`src/core/adc_queue_pkg.sv`:
```
package adc_queue_pkg;

	localparam int TABLE_DEPTH = 40;
	localparam int ENTRY_W = 7;
	localparam int PTR_W = 6;
	localparam int ADDR_W = 7;
	localparam int DATA_W = 8;

	// Entry fields
	localparam int ENTRY_CHAN_LSB = 0;
	localparam int ENTRY_PAUSE_BIT = 6;
	localparam logic [PTR_W-1:0] END_OF_QUEUE_CODE = 6'h3f;
	localparam logic [PTR_W-1:0] TABLE_END = 6'h28;
	localparam logic [PTR_W-1:0] FIRST_QUEUE_BEGIN = 6'h00;
	localparam logic [PTR_W-1:0] PTR_STEP = 6'h01;

	// Register map
	localparam logic [ADDR_W-1:0] ADDR_TABLE_LAST = 7'h27;
	localparam logic [ADDR_W-1:0] ADDR_FIRST_QUEUE_CONTROL = 7'h40;
	localparam logic [ADDR_W-1:0] ADDR_SECOND_QUEUE_CONTROL = 7'h41;
	localparam logic [ADDR_W-1:0] ADDR_SECOND_QUEUE_BEGIN_PTR = 7'h42;
	localparam logic [ADDR_W-1:0] ADDR_FLAGS = 7'h43;
	localparam logic [ADDR_W-1:0] ADDR_STATUS = 7'h44;
	localparam logic [ADDR_W-1:0] ADDR_ACTIVE_PTR = 7'h45;

	// Control fields
	localparam int CTRL_MODE_LSB = 0;
	localparam int CTRL_SSE_BIT = 3;
	localparam int CTRL_RESUME_BIT = 4;

	// Flag fields (write one to clear)
	localparam int FLAG_CF1 = 0;
	localparam int FLAG_PF1 = 1;
	localparam int FLAG_OVR1 = 2;
	localparam int FLAG_CF2 = 3;
	localparam int FLAG_PF2 = 4;
	localparam int FLAG_OVR2 = 5;

	// Status fields
	localparam int STAT1_LSB = 0;
	localparam int STAT2_LSB = 3;

	// Queue operating modes; 5..7 are reserved
	localparam logic [2:0] MODE_DISABLED = 3'h0;
	localparam logic [2:0] MODE_SW_SINGLE = 3'h1;
	localparam logic [2:0] MODE_EXT_SINGLE = 3'h2;
	localparam logic [2:0] MODE_SW_CONT = 3'h3;
	localparam logic [2:0] MODE_EXT_CONT = 3'h4;

	// Queue status codes as read by software
	localparam logic [2:0] STAT_CODE_IDLE = 3'h0;
	localparam logic [2:0] STAT_CODE_ACTIVE = 3'h1;
	localparam logic [2:0] STAT_CODE_PAUSED = 3'h2;
	localparam logic [2:0] STAT_CODE_SUSPENDED = 3'h3;
	localparam logic [2:0] STAT_CODE_PENDING = 3'h4;

	typedef enum logic [2:0] {
		Q_IDLE,
		Q_ACTIVE,
		Q_PAUSED,
		Q_SUSPENDED,
		Q_PENDING
	} queue_status_type;

	typedef enum logic [1:0] {
		ENG_IDLE,
		ENG_FETCH,
		ENG_CONV
	} engine_type;

	typedef logic [TABLE_DEPTH-1:0][ENTRY_W-1:0] table_type;

endpackage

```
`src/core/adc_queue_scheduler.sv`:
```
`timescale 1ns/100ps
module adc_queue_scheduler
	import adc_queue_pkg::*;
(
	input wire logic mclk,
	input wire logic rst,
	input wire logic [ADDR_W-1:0] addr,
	input wire logic [DATA_W-1:0] wdata,
	input wire logic wrEn,
	input wire logic rdEn,
	output logic [DATA_W-1:0] rdata,
	input wire logic trig1Pin,
	input wire logic trig2Pin,
	output logic convStart,
	output logic [PTR_W-1:0] convChan,
	output logic convAbort,
	input wire logic convDone,
	output logic tableNoWait
);

	typedef struct packed {
		engine_type eng;
		logic q;
		queue_status_type st1;
		queue_status_type st2;
		logic [PTR_W-1:0] ptr1;
		logic [PTR_W-1:0] ptr2;
		logic [PTR_W-1:0] sub2;
		logic [2:0] mode1;
		logic [2:0] mode2;
		logic sse1;
		logic sse2;
		logic res2;
		logic [PTR_W-1:0] bq2;
		logic cf1;
		logic pf1;
		logic ovr1;
		logic cf2;
		logic pf2;
		logic ovr2;
		table_type tbl;
		logic t1a;
		logic t1b;
		logic t1c;
		logic t2a;
		logic t2b;
		logic t2c;
		logic convStart;
		logic convAbort;
		logic [PTR_W-1:0] convChan;
		logic [DATA_W-1:0] rdata;
		logic tableNoWait;
	} state_type;

	state_type s_q;
	state_type s_d;

	function automatic logic mode_ok(input logic [2:0] m);
		return m == MODE_SW_SINGLE || m == MODE_EXT_SINGLE ||
			m == MODE_SW_CONT || m == MODE_EXT_CONT;
	endfunction

	function automatic logic is_ext(input logic [2:0] m);
		return m == MODE_EXT_SINGLE || m == MODE_EXT_CONT;
	endfunction

	function automatic logic waiting(input queue_status_type st);
		return st == Q_IDLE || st == Q_PAUSED;
	endfunction

	// Trigger source chosen by the queue mode for every subqueue
	function automatic logic trig_fn(input logic [2:0] m, input logic sse,
			input logic edgeSeen, input queue_status_type st);
		unique case (m)
			MODE_SW_SINGLE: return sse && waiting(st);
			MODE_EXT_SINGLE: return sse && edgeSeen;
			MODE_SW_CONT: return waiting(st);
			MODE_EXT_CONT: return edgeSeen;
			default: return 1'b0;
		endcase
	endfunction

	// Channel 63 or past table ends either queue; second-queue start ends the first queue only
	function automatic logic eoq_fn(input logic [PTR_W-1:0] p, input logic q,
			input logic [PTR_W-1:0] bq, input table_type t);
		if (p >= TABLE_END) begin
			return 1'b1;
		end
		return t[p[5:0]][ENTRY_CHAN_LSB +: PTR_W] == END_OF_QUEUE_CODE
			|| (!q && p == bq);
	endfunction

	function automatic logic [2:0] stat_code(input queue_status_type st);
		unique case (st)
			Q_IDLE: return STAT_CODE_IDLE;
			Q_ACTIVE: return STAT_CODE_ACTIVE;
			Q_PAUSED: return STAT_CODE_PAUSED;
			Q_SUSPENDED: return STAT_CODE_SUSPENDED;
			Q_PENDING: return STAT_CODE_PENDING;
		endcase
	endfunction

	logic edge1;
	logic edge2;
	logic tr1;
	logic tr2;
	logic preempt;
	logic [PTR_W-1:0] p;
	logic [PTR_W-1:0] np;
	logic [ENTRY_W-1:0] ent;

	always_comb begin
		s_d = s_q;
		s_d.convStart = 1'b0;
		s_d.convAbort = 1'b0;
		s_d.rdata = '0;
		ent = '0;

		s_d.t1a = trig1Pin;
		s_d.t1b = s_q.t1a;
		s_d.t1c = s_q.t1b;
		s_d.t2a = trig2Pin;
		s_d.t2b = s_q.t2a;
		s_d.t2c = s_q.t2b;
		edge1 = s_q.t1b && !s_q.t1c;
		edge2 = s_q.t2b && !s_q.t2c;

		// Register writes; hardware sets further down win over clears
		if (wrEn) begin
			if (addr <= ADDR_TABLE_LAST) begin
				s_d.tbl[addr[5:0]] = wdata[ENTRY_W-1:0];
			end
			unique case (addr)
				ADDR_FIRST_QUEUE_CONTROL: begin
					s_d.mode1 = wdata[CTRL_MODE_LSB +: 3];
					s_d.sse1 = wdata[CTRL_SSE_BIT];
				end
				ADDR_SECOND_QUEUE_CONTROL: begin
					s_d.mode2 = wdata[CTRL_MODE_LSB +: 3];
					s_d.sse2 = wdata[CTRL_SSE_BIT];
					s_d.res2 = wdata[CTRL_RESUME_BIT];
				end
				ADDR_SECOND_QUEUE_BEGIN_PTR: s_d.bq2 = wdata[PTR_W-1:0];
				ADDR_FLAGS: begin
					s_d.cf1 = s_q.cf1 && !wdata[FLAG_CF1];
					s_d.pf1 = s_q.pf1 && !wdata[FLAG_PF1];
					s_d.ovr1 = s_q.ovr1 && !wdata[FLAG_OVR1];
					s_d.cf2 = s_q.cf2 && !wdata[FLAG_CF2];
					s_d.pf2 = s_q.pf2 && !wdata[FLAG_PF2];
					s_d.ovr2 = s_q.ovr2 && !wdata[FLAG_OVR2];
				end
				default: ;
			endcase
		end

		// Read data valid only in the cycle after the strobe
		if (rdEn) begin
			if (addr <= ADDR_TABLE_LAST) begin
				s_d.rdata = {1'b0, s_q.tbl[addr[5:0]]};
			end
			unique case (addr)
				ADDR_FIRST_QUEUE_CONTROL: s_d.rdata = {5'h00, s_q.mode1};
				ADDR_SECOND_QUEUE_CONTROL: s_d.rdata = {3'h0, s_q.res2, 1'b0, s_q.mode2};
				ADDR_SECOND_QUEUE_BEGIN_PTR: s_d.rdata = {2'h0, s_q.bq2};
				ADDR_FLAGS: s_d.rdata = {2'h0, s_q.ovr2, s_q.pf2, s_q.cf2,
					s_q.ovr1, s_q.pf1, s_q.cf1};
				ADDR_STATUS: s_d.rdata = {2'h0, stat_code(s_q.st2), stat_code(s_q.st1)};
				ADDR_ACTIVE_PTR: s_d.rdata = {2'h0, s_q.q ? s_q.ptr2 : s_q.ptr1};
				default: ;
			endcase
		end

		// Trigger acceptance and overrun recording
		tr1 = trig_fn(s_q.mode1, s_q.sse1, edge1, s_q.st1);
		tr2 = trig_fn(s_q.mode2, s_q.sse2, edge2, s_q.st2);
		if (tr1) begin
			if (waiting(s_q.st1)) begin
				if (s_q.st1 == Q_IDLE) begin
					s_d.ptr1 = FIRST_QUEUE_BEGIN;
				end
				s_d.st1 = Q_PENDING;
			end else if (is_ext(s_q.mode1)) begin
				s_d.ovr1 = 1'b1;
			end
		end
		if (tr2) begin
			if (waiting(s_q.st2)) begin
				if (s_q.st2 == Q_IDLE) begin
					s_d.ptr2 = s_q.bq2;
					s_d.sub2 = s_q.bq2;
				end
				s_d.st2 = Q_PENDING;
			end else if (is_ext(s_q.mode2)) begin
				s_d.ovr2 = 1'b1;
			end
		end

		preempt = tr1 && waiting(s_q.st1) && s_q.q && s_q.eng != ENG_IDLE;
		p = s_q.q ? s_q.ptr2 : s_q.ptr1;
		np = p + PTR_STEP;
		if (p < TABLE_END) begin
			ent = s_q.tbl[p[5:0]];
		end

		if (preempt) begin
			s_d.convAbort = s_q.eng == ENG_CONV;
			s_d.st2 = Q_SUSPENDED;
			s_d.ptr2 = s_q.res2 ? s_q.ptr2 : s_q.sub2;
			s_d.eng = ENG_IDLE;
		end else begin
			unique case (s_q.eng)
				ENG_IDLE: begin
					if (s_q.st1 == Q_PENDING) begin
						s_d.q = 1'b0;
						s_d.st1 = Q_ACTIVE;
						s_d.eng = ENG_FETCH;
					end else if (s_q.st2 == Q_PENDING || s_q.st2 == Q_SUSPENDED) begin
						s_d.q = 1'b1;
						s_d.st2 = Q_ACTIVE;
						s_d.eng = ENG_FETCH;
					end
				end
				ENG_FETCH: begin
					if (eoq_fn(p, s_q.q, s_q.bq2, s_q.tbl)) begin
						s_d.eng = ENG_IDLE;
						if (s_q.q) begin
							s_d.cf2 = 1'b1;
							s_d.st2 = Q_IDLE;
							s_d.sse2 = 1'b0;
							s_d.ptr2 = s_q.bq2;
						end else begin
							s_d.cf1 = 1'b1;
							s_d.st1 = Q_IDLE;
							s_d.sse1 = 1'b0;
							s_d.ptr1 = FIRST_QUEUE_BEGIN;
						end
					end else begin
						s_d.convStart = 1'b1;
						s_d.convChan = ent[ENTRY_CHAN_LSB +: PTR_W];
						s_d.eng = ENG_CONV;
					end
				end
				ENG_CONV: begin
					if (convDone) begin
						if (s_q.q) begin
							s_d.ptr2 = np;
						end else begin
							s_d.ptr1 = np;
						end
						s_d.eng = ENG_FETCH;
						if (ent[ENTRY_PAUSE_BIT]) begin
							s_d.eng = ENG_IDLE;
							if (s_q.q) begin
								s_d.pf2 = 1'b1;
								s_d.st2 = Q_PAUSED;
								s_d.sub2 = np;
							end else begin
								s_d.pf1 = 1'b1;
								s_d.st1 = Q_PAUSED;
							end
							if (eoq_fn(np, s_q.q, s_q.bq2, s_q.tbl)) begin
								if (s_q.q) begin
									s_d.cf2 = 1'b1;
									s_d.st2 = Q_IDLE;
									s_d.sse2 = 1'b0;
									s_d.ptr2 = s_q.bq2;
								end else begin
									s_d.cf1 = 1'b1;
									s_d.st1 = Q_IDLE;
									s_d.sse1 = 1'b0;
									s_d.ptr1 = FIRST_QUEUE_BEGIN;
								end
							end
						end
					end
				end
			endcase
		end

		// Disabled or reserved queue is held idle and cut from the engine
		if (!mode_ok(s_q.mode1)) begin
			s_d.st1 = Q_IDLE;
			s_d.ptr1 = FIRST_QUEUE_BEGIN;
			if (!s_q.q && s_q.eng != ENG_IDLE) begin
				s_d.eng = ENG_IDLE;
				s_d.convStart = 1'b0;
				s_d.convAbort = s_q.eng == ENG_CONV;
			end
		end
		if (!mode_ok(s_q.mode2)) begin
			s_d.st2 = Q_IDLE;
			s_d.ptr2 = s_q.bq2;
			if (s_q.q && s_q.eng != ENG_IDLE) begin
				s_d.eng = ENG_IDLE;
				s_d.convStart = 1'b0;
				s_d.convAbort = s_q.eng == ENG_CONV;
			end
		end

		s_d.tableNoWait = s_q.mode1 == MODE_DISABLED &&
			s_q.mode2 == MODE_DISABLED;
	end

	always_ff @(posedge mclk) begin
		if (rst) begin
			s_q <= '0;
		end else begin
			s_q <= s_d;
		end
	end

	assign rdata = s_q.rdata;
	assign convStart = s_q.convStart;
	assign convChan = s_q.convChan;
	assign convAbort = s_q.convAbort;
	assign tableNoWait = s_q.tableNoWait;

endmodule

```
`config.mk`:
```
export PLATFORM = sky130hd
export DESIGN_NAME = adc_queue_scheduler
export DESIGN_NICKNAME = d
export VERILOG_FILES = /design/src/core/adc_queue_pkg.sv /design/src/core/adc_queue_scheduler.sv
export SDC_FILE = /design/constraint.sdc
export NUM_CORES = 1
export LEC_CHECK = 0
export BUFFER_PORTS_ARGS = -buffer_cell sky130_fd_sc_hd__buf_2
export CAP_MARGIN = 20
export CORE_MARGIN = 5
export CORE_UTILIZATION = 65
export DETAILED_ROUTE_END_ITERATION = 8
export GPL_ROUTABILITY_DRIVEN = 1
export PLACE_DENSITY = 0.91
export SLEW_MARGIN = 20
export SYNTH_ARGS = -nofsm -noshare
export SYNTH_HDL_FRONTEND = slang
export SYNTH_SLANG_ARGS = --single-unit
```
`constraint.sdc`:
```
create_clock -name mclk -period 9.7 [get_ports mclk]
set_clock_uncertainty 0.15 [all_clocks]
set_input_delay 1.94 -clock mclk [delete_from_list [all_inputs] [get_ports mclk]]
set_output_delay 1.94 -clock mclk [all_outputs]
set_load 0.02 [all_outputs]
```
After elaboration in Yosys (flattened, before gate mapping)
Cells that the tools add are included.

Bits of input ports: 22. Latch bits: 0. Memories: 0. Bits in registers: 351. RAM bits: 0. Bits in read-only memories: 0.

Reduce and logical (&&, ||, !) cells: 60. Order comparisons: 8. Eq/ne operators: 29. Multiply operators: 0. $add $sub $neg: 1. Muxes and demuxes: 136. Shifts and indexed selects: 0. Divide/modulo/power cells: 0. Bitwise gates (word level): 5.

Operators with widths (number): 295-bit two-way mux (1); 280-bit bitwise mux (1); 280-bit two-way mux (1); 6-bit two-way mux (22); 7-bit binary-select mux with 6-bit select (3); 3-bit two-way mux (18); 2-bit two-way mux (24); 24-bit two-way mux (2); 7-bit demux with 6-bit select (1); 7-bit equality test, second input constant (6); 1-bit two-way mux (42); 7-bit case mux with 6 select lines (1); 12-bit two-way mux (3); 18-bit two-way mux (2); 7-bit two-way mux (5); 3-bit case mux with 5 select lines (2); 3-bit by 2-bit equality test with 1-bit output, second input constant (8); 12-bit case mux with 2 select lines (1); 1-bit logical AND (21); 6-bit by 7-bit < comparator with 1-bit output, second input constant (3); 6-bit case mux with 3 select lines (1); 1-bit logical OR (13); 3-bit by 1-bit equality test with 1-bit output, second input constant (4); 3-bit equality test, second input constant (4); 23 further kinds (50).

Depth between registers and ports, before layout
Gate-level depths: netlist (run 1).

Depth in word-level cells: 19. Mapped depth: 19. Depth with buffers taken out: 12.

Least setup slack after synthesis (run 1)
OpenSTA, ideal clock, no wires.

Path kind: input-to-reg. Start point: input port addr[0]. End point: register with a tool-made name. Data required time: 9422 ps. Slack: 4895 ps. Arrival time: 4527 ps. Library setup time: 128 ps. Path buffers: 4. Cell stages on the path: 7. Cells stage by stage: clkbuf_1 clkbuf_1 clkbuf_1 clkbuf_1 nor4_1 mux2i_1 nor2_1.

RTL lines: from (decl) (RTL line adc_queue_scheduler.sv:7) `input wire logic [ADDR_W-1:0] addr,`.

Worst setup path in the final report (run 1)
Start point: register s_q[348] (netlist bit). End point: register s_q[331] (netlist bit).

Longest elaborated chain between the ends: 19. Elaborated cells on any way between the ends: 49. Those cells by class: 1 x add/sub; 3 x order compare; 5 x eq/ne; 33 x mux; 7 x reduce/logical.

RTL lines: from (decl) (RTL line adc_queue_scheduler.sv:55) `state_type s_q;`; from (signal assigned) (RTL line adc_queue_scheduler.sv:306) `s_q <= '0;`; from (signal assigned) (RTL line adc_queue_scheduler.sv:308) `s_q <= s_d;`; 6-bit two-way mux (RTL line adc_queue_scheduler.sv:199) `p = s_q.q ? s_q.ptr2 : s_q.ptr1;`; 6-bit by 1-bit adder with 6-bit output (RTL line adc_queue_scheduler.sv:200) `np = p + PTR_STEP;`; 6-bit greater-or-equal comparator (RTL line adc_queue_scheduler.sv:86) `if (p >= TABLE_END) begin`; 1-bit two-way mux (RTL line adc_queue_scheduler.sv:86); 1-bit two-way mux (RTL line adc_queue_scheduler.sv:251) `if (ent[ENTRY_PAUSE_BIT]) begin`; 1-bit two-way mux (RTL line adc_queue_scheduler.sv:244) `if (convDone) begin`; 1-bit two-way mux (RTL line adc_queue_scheduler.sv:211) `unique case (s_q.eng)`; 1-bit two-way mux (RTL line adc_queue_scheduler.sv:205) `if (preempt) begin`; [... 3 more ...]; 1-bit two-way mux (RTL line adc_queue_scheduler.sv:211); 1-bit two-way mux (RTL line adc_queue_scheduler.sv:205); 18-bit two-way mux (RTL line adc_queue_scheduler.sv:261) `if (eoq_fn(np, s_q.q, s_q.bq2, s_q.tbl)) begin`; 24-bit two-way mux (RTL line adc_queue_scheduler.sv:251); 24-bit two-way mux (RTL line adc_queue_scheduler.sv:244); 12-bit case mux with 2 select lines (RTL line adc_queue_scheduler.sv:211); 6-bit two-way mux (RTL line adc_queue_scheduler.sv:205); 6-bit two-way mux (RTL line adc_queue_scheduler.sv:290) `if (!mode_ok(s_q.mode2)) begin`.

Parallel ways exist; a longest one is shown, timed or not. The select of a mux whose other input is x is not followed. A chain may end at the register's enable or synchronous reset.

==> impl_metrics.tcl, run 1 <==
set metrics [dict create \
    cts_max_level 2 \
    cp-end-kind "flop" \
    final_cell_mix "523 x nand2_1, 354 x nand3_1, 349 x dfxtp_1" \
    dr_total_vias 22200 \
    p_leak_uw 0.00717 \
    crit_slowest_cell "buf_4" \
    p_sw_frac 0.240 \
    cp.required_ns 9.98 \
    num-fill-cells 2421 \
    syn_area_um2 21100 \
    finalWorstSetupSlack_ns 3.43 \
    die_w_um 190 \
    cp_cell_sequence "mux2i_4, buf_4, buf_4, nand2_1, a221oi_1, nor3_1, nor4_1, nor3_1, nor4_2, a31oi_1, a211o_1, a311o_1" \
    post_cts_resize_count 0 \
    path_depth 12 \
    p_sw_uw 734 \
    ys_seq_area_frac 0.332 \
    whs_ns 0.302 \
    cts.sinks 350 \
    synth-seq-cells 350 \
    avgSynthCellArea_um2 7.90 \
    critPathLaunch "s_q[348]$_SDFFE_PP0P_" \
    place_ws_ns 3.82 \
    max_slew_margin 0.145 \
    met2_length_um 32300 \
    power_frac_clock 0.476 \
    die-area_um2 36100 \
    crit_buf_inv 2 \
    rows 66 \
    syn_inst 2669 \
    antenna_found_initial 2 \
    setup_violations 0 \
    drcViolationCount 0 \
    fin_crit_sh 0.646 \
    path_max_fanout 66 \
    overflow 0 \
    worstSetupPathType "reg2reg" \
    yosysWarnings 0 \
    initial_core_util 0.653 \
    reg2reg_to "s_q[331]$_SDFFE_PP0P_" \
    met1Wirelength_um 25800 \
    hp-class "reg2reg" \
    port_buffers 36 \
    final_common_cell "nand2_1" \
    area_growth_pct 6.27 \
    endpoint "s_q[331]$_SDFFE_PP0P_" \
    dpl.hpwl_um 47800 \
    cts_tree "done" \
    drive_gt1_frac 0.108 \
    tns_ns 0 \
    internal-power_uw 2320 \
    ant_nets 0 \
    post-route-util 0.694 \
    dieHeight_um 190 \
    drt-total-wl_um 75700 \
    first_pass_iters 7 \
    drt_iter0_markers 4568 \
    routed.top_layer "met4" \
    post_cts_buffers 0 \
    comb_power_share 0.050 \
    via_per_inst 7.41 \
    track_usage 0.403 \
    cts_buffers 38 \
    grt_pass1_wl_um 116000 \
    synth_cell_types 82 \
    peakVddDrop_v 0.000128 \
    cpPeakStageDelay_ns 0.87 \
    root_buffer "clkbuf_16" \
    reg2reg_depth 12 \
    ios 39 \
    fmax_mhz 159 \
    r2r_start "s_q[348]$_SDFFE_PP0P_" \
    power-per-cell-area_nw_per_um2 136 \
    gp_congestion 1.04 \
    slew_viol_final 0 \
    wl_per_cell_um 25.2 \
    synth_edf_count 0 \
    clk_pin_slew_ns 0.06 \
    grt_pass1_vias 20600 \
    holdBufCountCts 0 \
    worst_pin_slew_ns 1.27 \
    cp.arrival_ns 6.55 \
    clock_latency_ns 0.56 \
    async_flop_share 0 \
    grt_max_degree 164 \
    period_minus_slack_ns 6.27 \
    nets 2554 \
    wl_met3_um 11800 \
    hold_viol_final 0 \
    run_status "finished, final reports clean" \
    cp_top_family "simple AND/OR/NAND/NOR gates" \
    grt_setup_unrepaired "false" \
    ctsLongestPathBuffers 3 \
    syn_nets 2696 \
    r2r_slack_ns 3.43 \
    worstSetupStartpointType "flop" \
    synthFlopType "dfxtp_1" \
    core_um2 32300 \
    drv_cap 0 \
    power_frac_seq 0.474 \
]
## worst min-delay path by stage
stage,from,end,slack [ns],cells past startpoint
finish,s_d[18]$_SDFF_PP0_,s_d[17]$_SDFF_PP0_,0.30,1
global route,s_d[21]$_SDFF_PP0_,s_d[20]$_SDFF_PP0_,0.32,1
CTS,s_d[18]$_SDFF_PP0_,s_d[17]$_SDFF_PP0_,0.30,1
detailed placement,s_d[18]$_SDFF_PP0_,s_d[17]$_SDFF_PP0_,0.28,1
global placement,s_d[21]$_SDFF_PP0_,s_d[20]$_SDFF_PP0_,0.29,1
floorplan,s_d[18]$_SDFF_PP0_,s_d[17]$_SDFF_PP0_,0.26,1
## kinds of logic after synthesis
kind of cell	count (synthesis)	synth area share
and+or+nand+nor	1192	0.254
AOI/OAI and AO/OA	562	0.167
DFF	350	0.332
buffers and inverters	288	0.0568
muxes	247	0.176
xor gates and xnor gates	24	0.0112
adders and majority gates	5	0.00297
other	1	0.000178
## cell usage after synthesis (8+ instances only)
cell type  instances  area [um^2]
nor2b_1           26          163
xor2_1             9         78.8
o22ai_1           20          125
dfxtp_1          350         7010
xnor2_1           13          114
a31oi_1           19          119
nand4_1           31          194
a32oi_1           12          105
a21oi_1          290         1450
buf_4             19          143
buf_1             34          128
o21ai_0           49          245
a211oi_1          32          240
nand2b_1          12         75.1
o211ai_1          21          158
a22oi_1           10         75.1
nor2_1           152          571
mux4_2            97         2180
nand2_1          523         1960
or3_1              8         50.1
a311oi_1          10         87.6
mux2i_1          141         1410
nand3_1          354         1770
buf_2             29          145
clkbuf_1         180          676
inv_1             23         86.3
nor4_1             9         56.3
a221oi_1          17          149
nor3_1            33          165
## power by group through the flow
| stage | registers (uW) | logic [uW] | clock network, uW |
|---|---|---|---|
| floorplan | 1480 | 101 | 0 |
| global placement | 1480 | 141 | 0 |
| detailed placement | 1480 | 143 | 0 |
| CTS | 1450 | 144 | 1450 |
| global route | 1450 | 156 | 1510 |
| finish | 1450 | 153 | 1450 |
## final cells by class
type / instances / area (um^2) / share of cell area
repair buffers: 81 / 538 / 0.0240
multi-input cells: 2031 / 13000 / 0.579
well taps: 442 / 553 / 0.0247
clock buffers: 56 / 1100 / 0.0491
inverters: 25 / 93.8 / 0.00419
diodes: 2 / 5.00 / 0.000223
clock inverters: 10 / 130 / 0.00581
flip-flops and latches: 350 / 7010 / 0.313
## per-layer routing
metal,vias up,track usage
li1,9347,-
met1,10200,0.513
met2,2158,0.602
met3,530,0.128
met4,0,0.239
met5,-,0
## through the flow
stage	std cells	power, uW	cell area [um^2]
global route	2997	3110	22400
global placement	2929	1620	21100
floorplan	2669	1580	21100
finish	2997	3050	22400
CTS	2995	3040	22400
detailed placement	2929	1620	21100
No activity file was read; power rests on OpenSTA's default activity.
==> run 2, diff against run 1 <==
--- a/config.mk
+++ b/config.mk
@@ -8,10 +8,10 @@
 export BUFFER_PORTS_ARGS = -buffer_cell sky130_fd_sc_hd__buf_2
 export CAP_MARGIN = 20
 export CORE_MARGIN = 5
-export CORE_UTILIZATION = 65
+export CORE_UTILIZATION = 58
 export DETAILED_ROUTE_END_ITERATION = 8
 export GPL_ROUTABILITY_DRIVEN = 1
-export PLACE_DENSITY = 0.91
+export PLACE_DENSITY = 0.86
 export SLEW_MARGIN = 20
 export SYNTH_ARGS = -nofsm -noshare
 export SYNTH_HDL_FRONTEND = slang
==> constraint.sdc (replaced) <==
create_clock -name mclk -period 5.3 [get_ports mclk]
set_clock_uncertainty 0.15 [all_clocks]
set_input_delay 1.06 -clock mclk [delete_from_list [all_inputs] [get_ports mclk]]
set_output_delay 1.06 -clock mclk [all_outputs]
set_load 0.02 [all_outputs]
==> impl_metrics.tcl, run 2 (synthesis results as in run 1) <==
set metrics [dict create \
    slew_viol_final 0 \
    r2r_start "s_q[348]$_SDFFE_PP0P_" \
    grt_pass1_vias 20700 \
    p_leak_uw 0.00737 \
    first_pass_iters 9 \
    area_growth_pct 8.22 \
    post-route-util 0.638 \
    r2r_slack_ns 0.19 \
    root_buffer "clkbuf_16" \
    dr_total_vias 22000 \
    clock_latency_ns 0.59 \
    post_cts_resize_count 0 \
    final_cell_mix "523 x nand2_1, 354 x nand3_1, 349 x dfxtp_1" \
    port_buffers 36 \
    clk_pin_slew_ns 0.06 \
    antenna_found_initial 3 \
    drive_gt1_frac 0.120 \
    period_minus_slack_ns 5.11 \
    via_per_inst 7.25 \
    path_max_fanout 43 \
    whs_ns 0.302 \
    cts_buffers 39 \
    reg2reg_to "convChan[2]$_SDFFE_PP0P_" \
    final_common_cell "nand2_1" \
    hold_depth 1 \
    tns_ns 0 \
    setup_violations 0 \
    nets 2575 \
    num-fill-cells 2928 \
    die-area_um2 40300 \
    initial_core_util 0.590 \
    failed_checks "DRC" \
    drv_cap 0 \
    multi_input_area_um2 13000 \
    grt_pass1_wl_um 118000 \
    reg2reg_depth 12 \
    cp.arrival_ns 5.41 \
    ant_nets 0 \
    peakVddDrop_v 0.000230 \
    wl_per_cell_um 25.0 \
    cts.sinks 350 \
    gp_congestion 1.03 \
    place_area_um2 21400 \
    ios 39 \
    cp-end-kind "flop" \
    cts_max_level 2 \
    core_um2 35700 \
    grt_setup_unrepaired "false" \
    holdBufCountCts 0 \
    final_area_um2 22800 \
    drcViolationCount 8 \
    drt_iter0_markers 4141 \
    dpl.hpwl_um 49400 \
    worstSetupStartpointType "flop" \
    max_slew_margin 0.00630 \
    register_area_um2 7010 \
    grt_max_degree 237 \
    whs_endpoint "s_d[17]$_SDFF_PP0_" \
    dieHeight_um 201 \
    drt-total-wl_um 76200 \
    worstSetupPathType "reg2reg" \
    hold_viol_final 0 \
    die_w_um 201 \
    hold_start "s_d[18]$_SDFF_PP0_" \
    run_status "finished, violations left" \
    cp.required_ns 5.60 \
    post_cts_buffers 0 \
    ctsLongestPathBuffers 3 \
    power-per-cell-area_nw_per_um2 259 \
    rows 69 \
    overflow 0 \
    cts_tree "done" \
    hp-class "reg2reg" \
    track_usage 0.360 \
    fin_crit_sh 0.964 \
    fmax_mhz 196 \
    worst_pin_slew_ns 1.49 \
]
## run 2: how the worst max path moves through the flow
stage                                     start                  endpoint  depth (start not counted)
final                     s_q[348]$_SDFFE_PP0P_  convChan[2]$_SDFFE_PP0P_                         12
after global routing      s_q[348]$_SDFFE_PP0P_  convChan[2]$_SDFFE_PP0P_                         12
after CTS                 s_q[348]$_SDFFE_PP0P_  convChan[2]$_SDFFE_PP0P_                         12
after detailed placement  s_q[348]$_SDFFE_PP0P_  convChan[2]$_SDFFE_PP0P_                         12
after global placement    s_q[348]$_SDFFE_PP0P_  convChan[2]$_SDFFE_PP0P_                         12
after floorplan           s_q[348]$_SDFFE_PP0P_     s_q[330]$_SDFFE_PP0P_                         17
## run 2: through the flow
step                      setup slack [ns]  total power, uW  cells
after global placement               0.566             2970   2968
after floorplan                      0.593             2890   2669
after detailed placement             0.549             2970   2968
final                                0.193             5910   3041
after CTS                            0.462             5900   3039
after global routing                0.0698             6050   3041
## run 2: layer usage
layer / track usage / vias to the layer above / part of all wire
li1: - / 9407 / -
met1: 0.458 / 10200 / 0.35
met2: 0.530 / 1976 / 0.42
met3: 0.113 / 451 / 0.15
met4: 0.234 / 0 / 0.077
met5: 0 / - / 0
## run 2: critical path, stage by stage, from the launching register on
cell       delay, ns
dfxtp_2         0.42
buf_4           0.26
buf_4           0.48
nand2b_1        0.37
o22ai_1         0.27
a221oi_1        0.12
o32ai_1         0.44
nor4_1          0.17
nor3_1          0.62
nor4_2          0.24
a2111oi_4       0.93
nand2_1         0.20
mux2_2          0.31
## run 2: area by class of cell
class | count | area share
Timing Repair Buffer | 101 | 0.0324
Clock buffer | 50 | 0.0490
Tap cell | 461 | 0.0253
Antenna cell | 2 | 0.000219
Sequential cell | 350 | 0.307
Multi-Input combinational cell | 2031 | 0.569
Inverter | 25 | 0.00411
Clock inverter | 21 | 0.0127
## run 2: report_power, final
| group | internal, uW | switching, uW |
|---|---|---|
| Combinational | 64.6 | 219 |
| Clock | 1790 | 1190 |
| Sequential | 2640 | 7.74 |
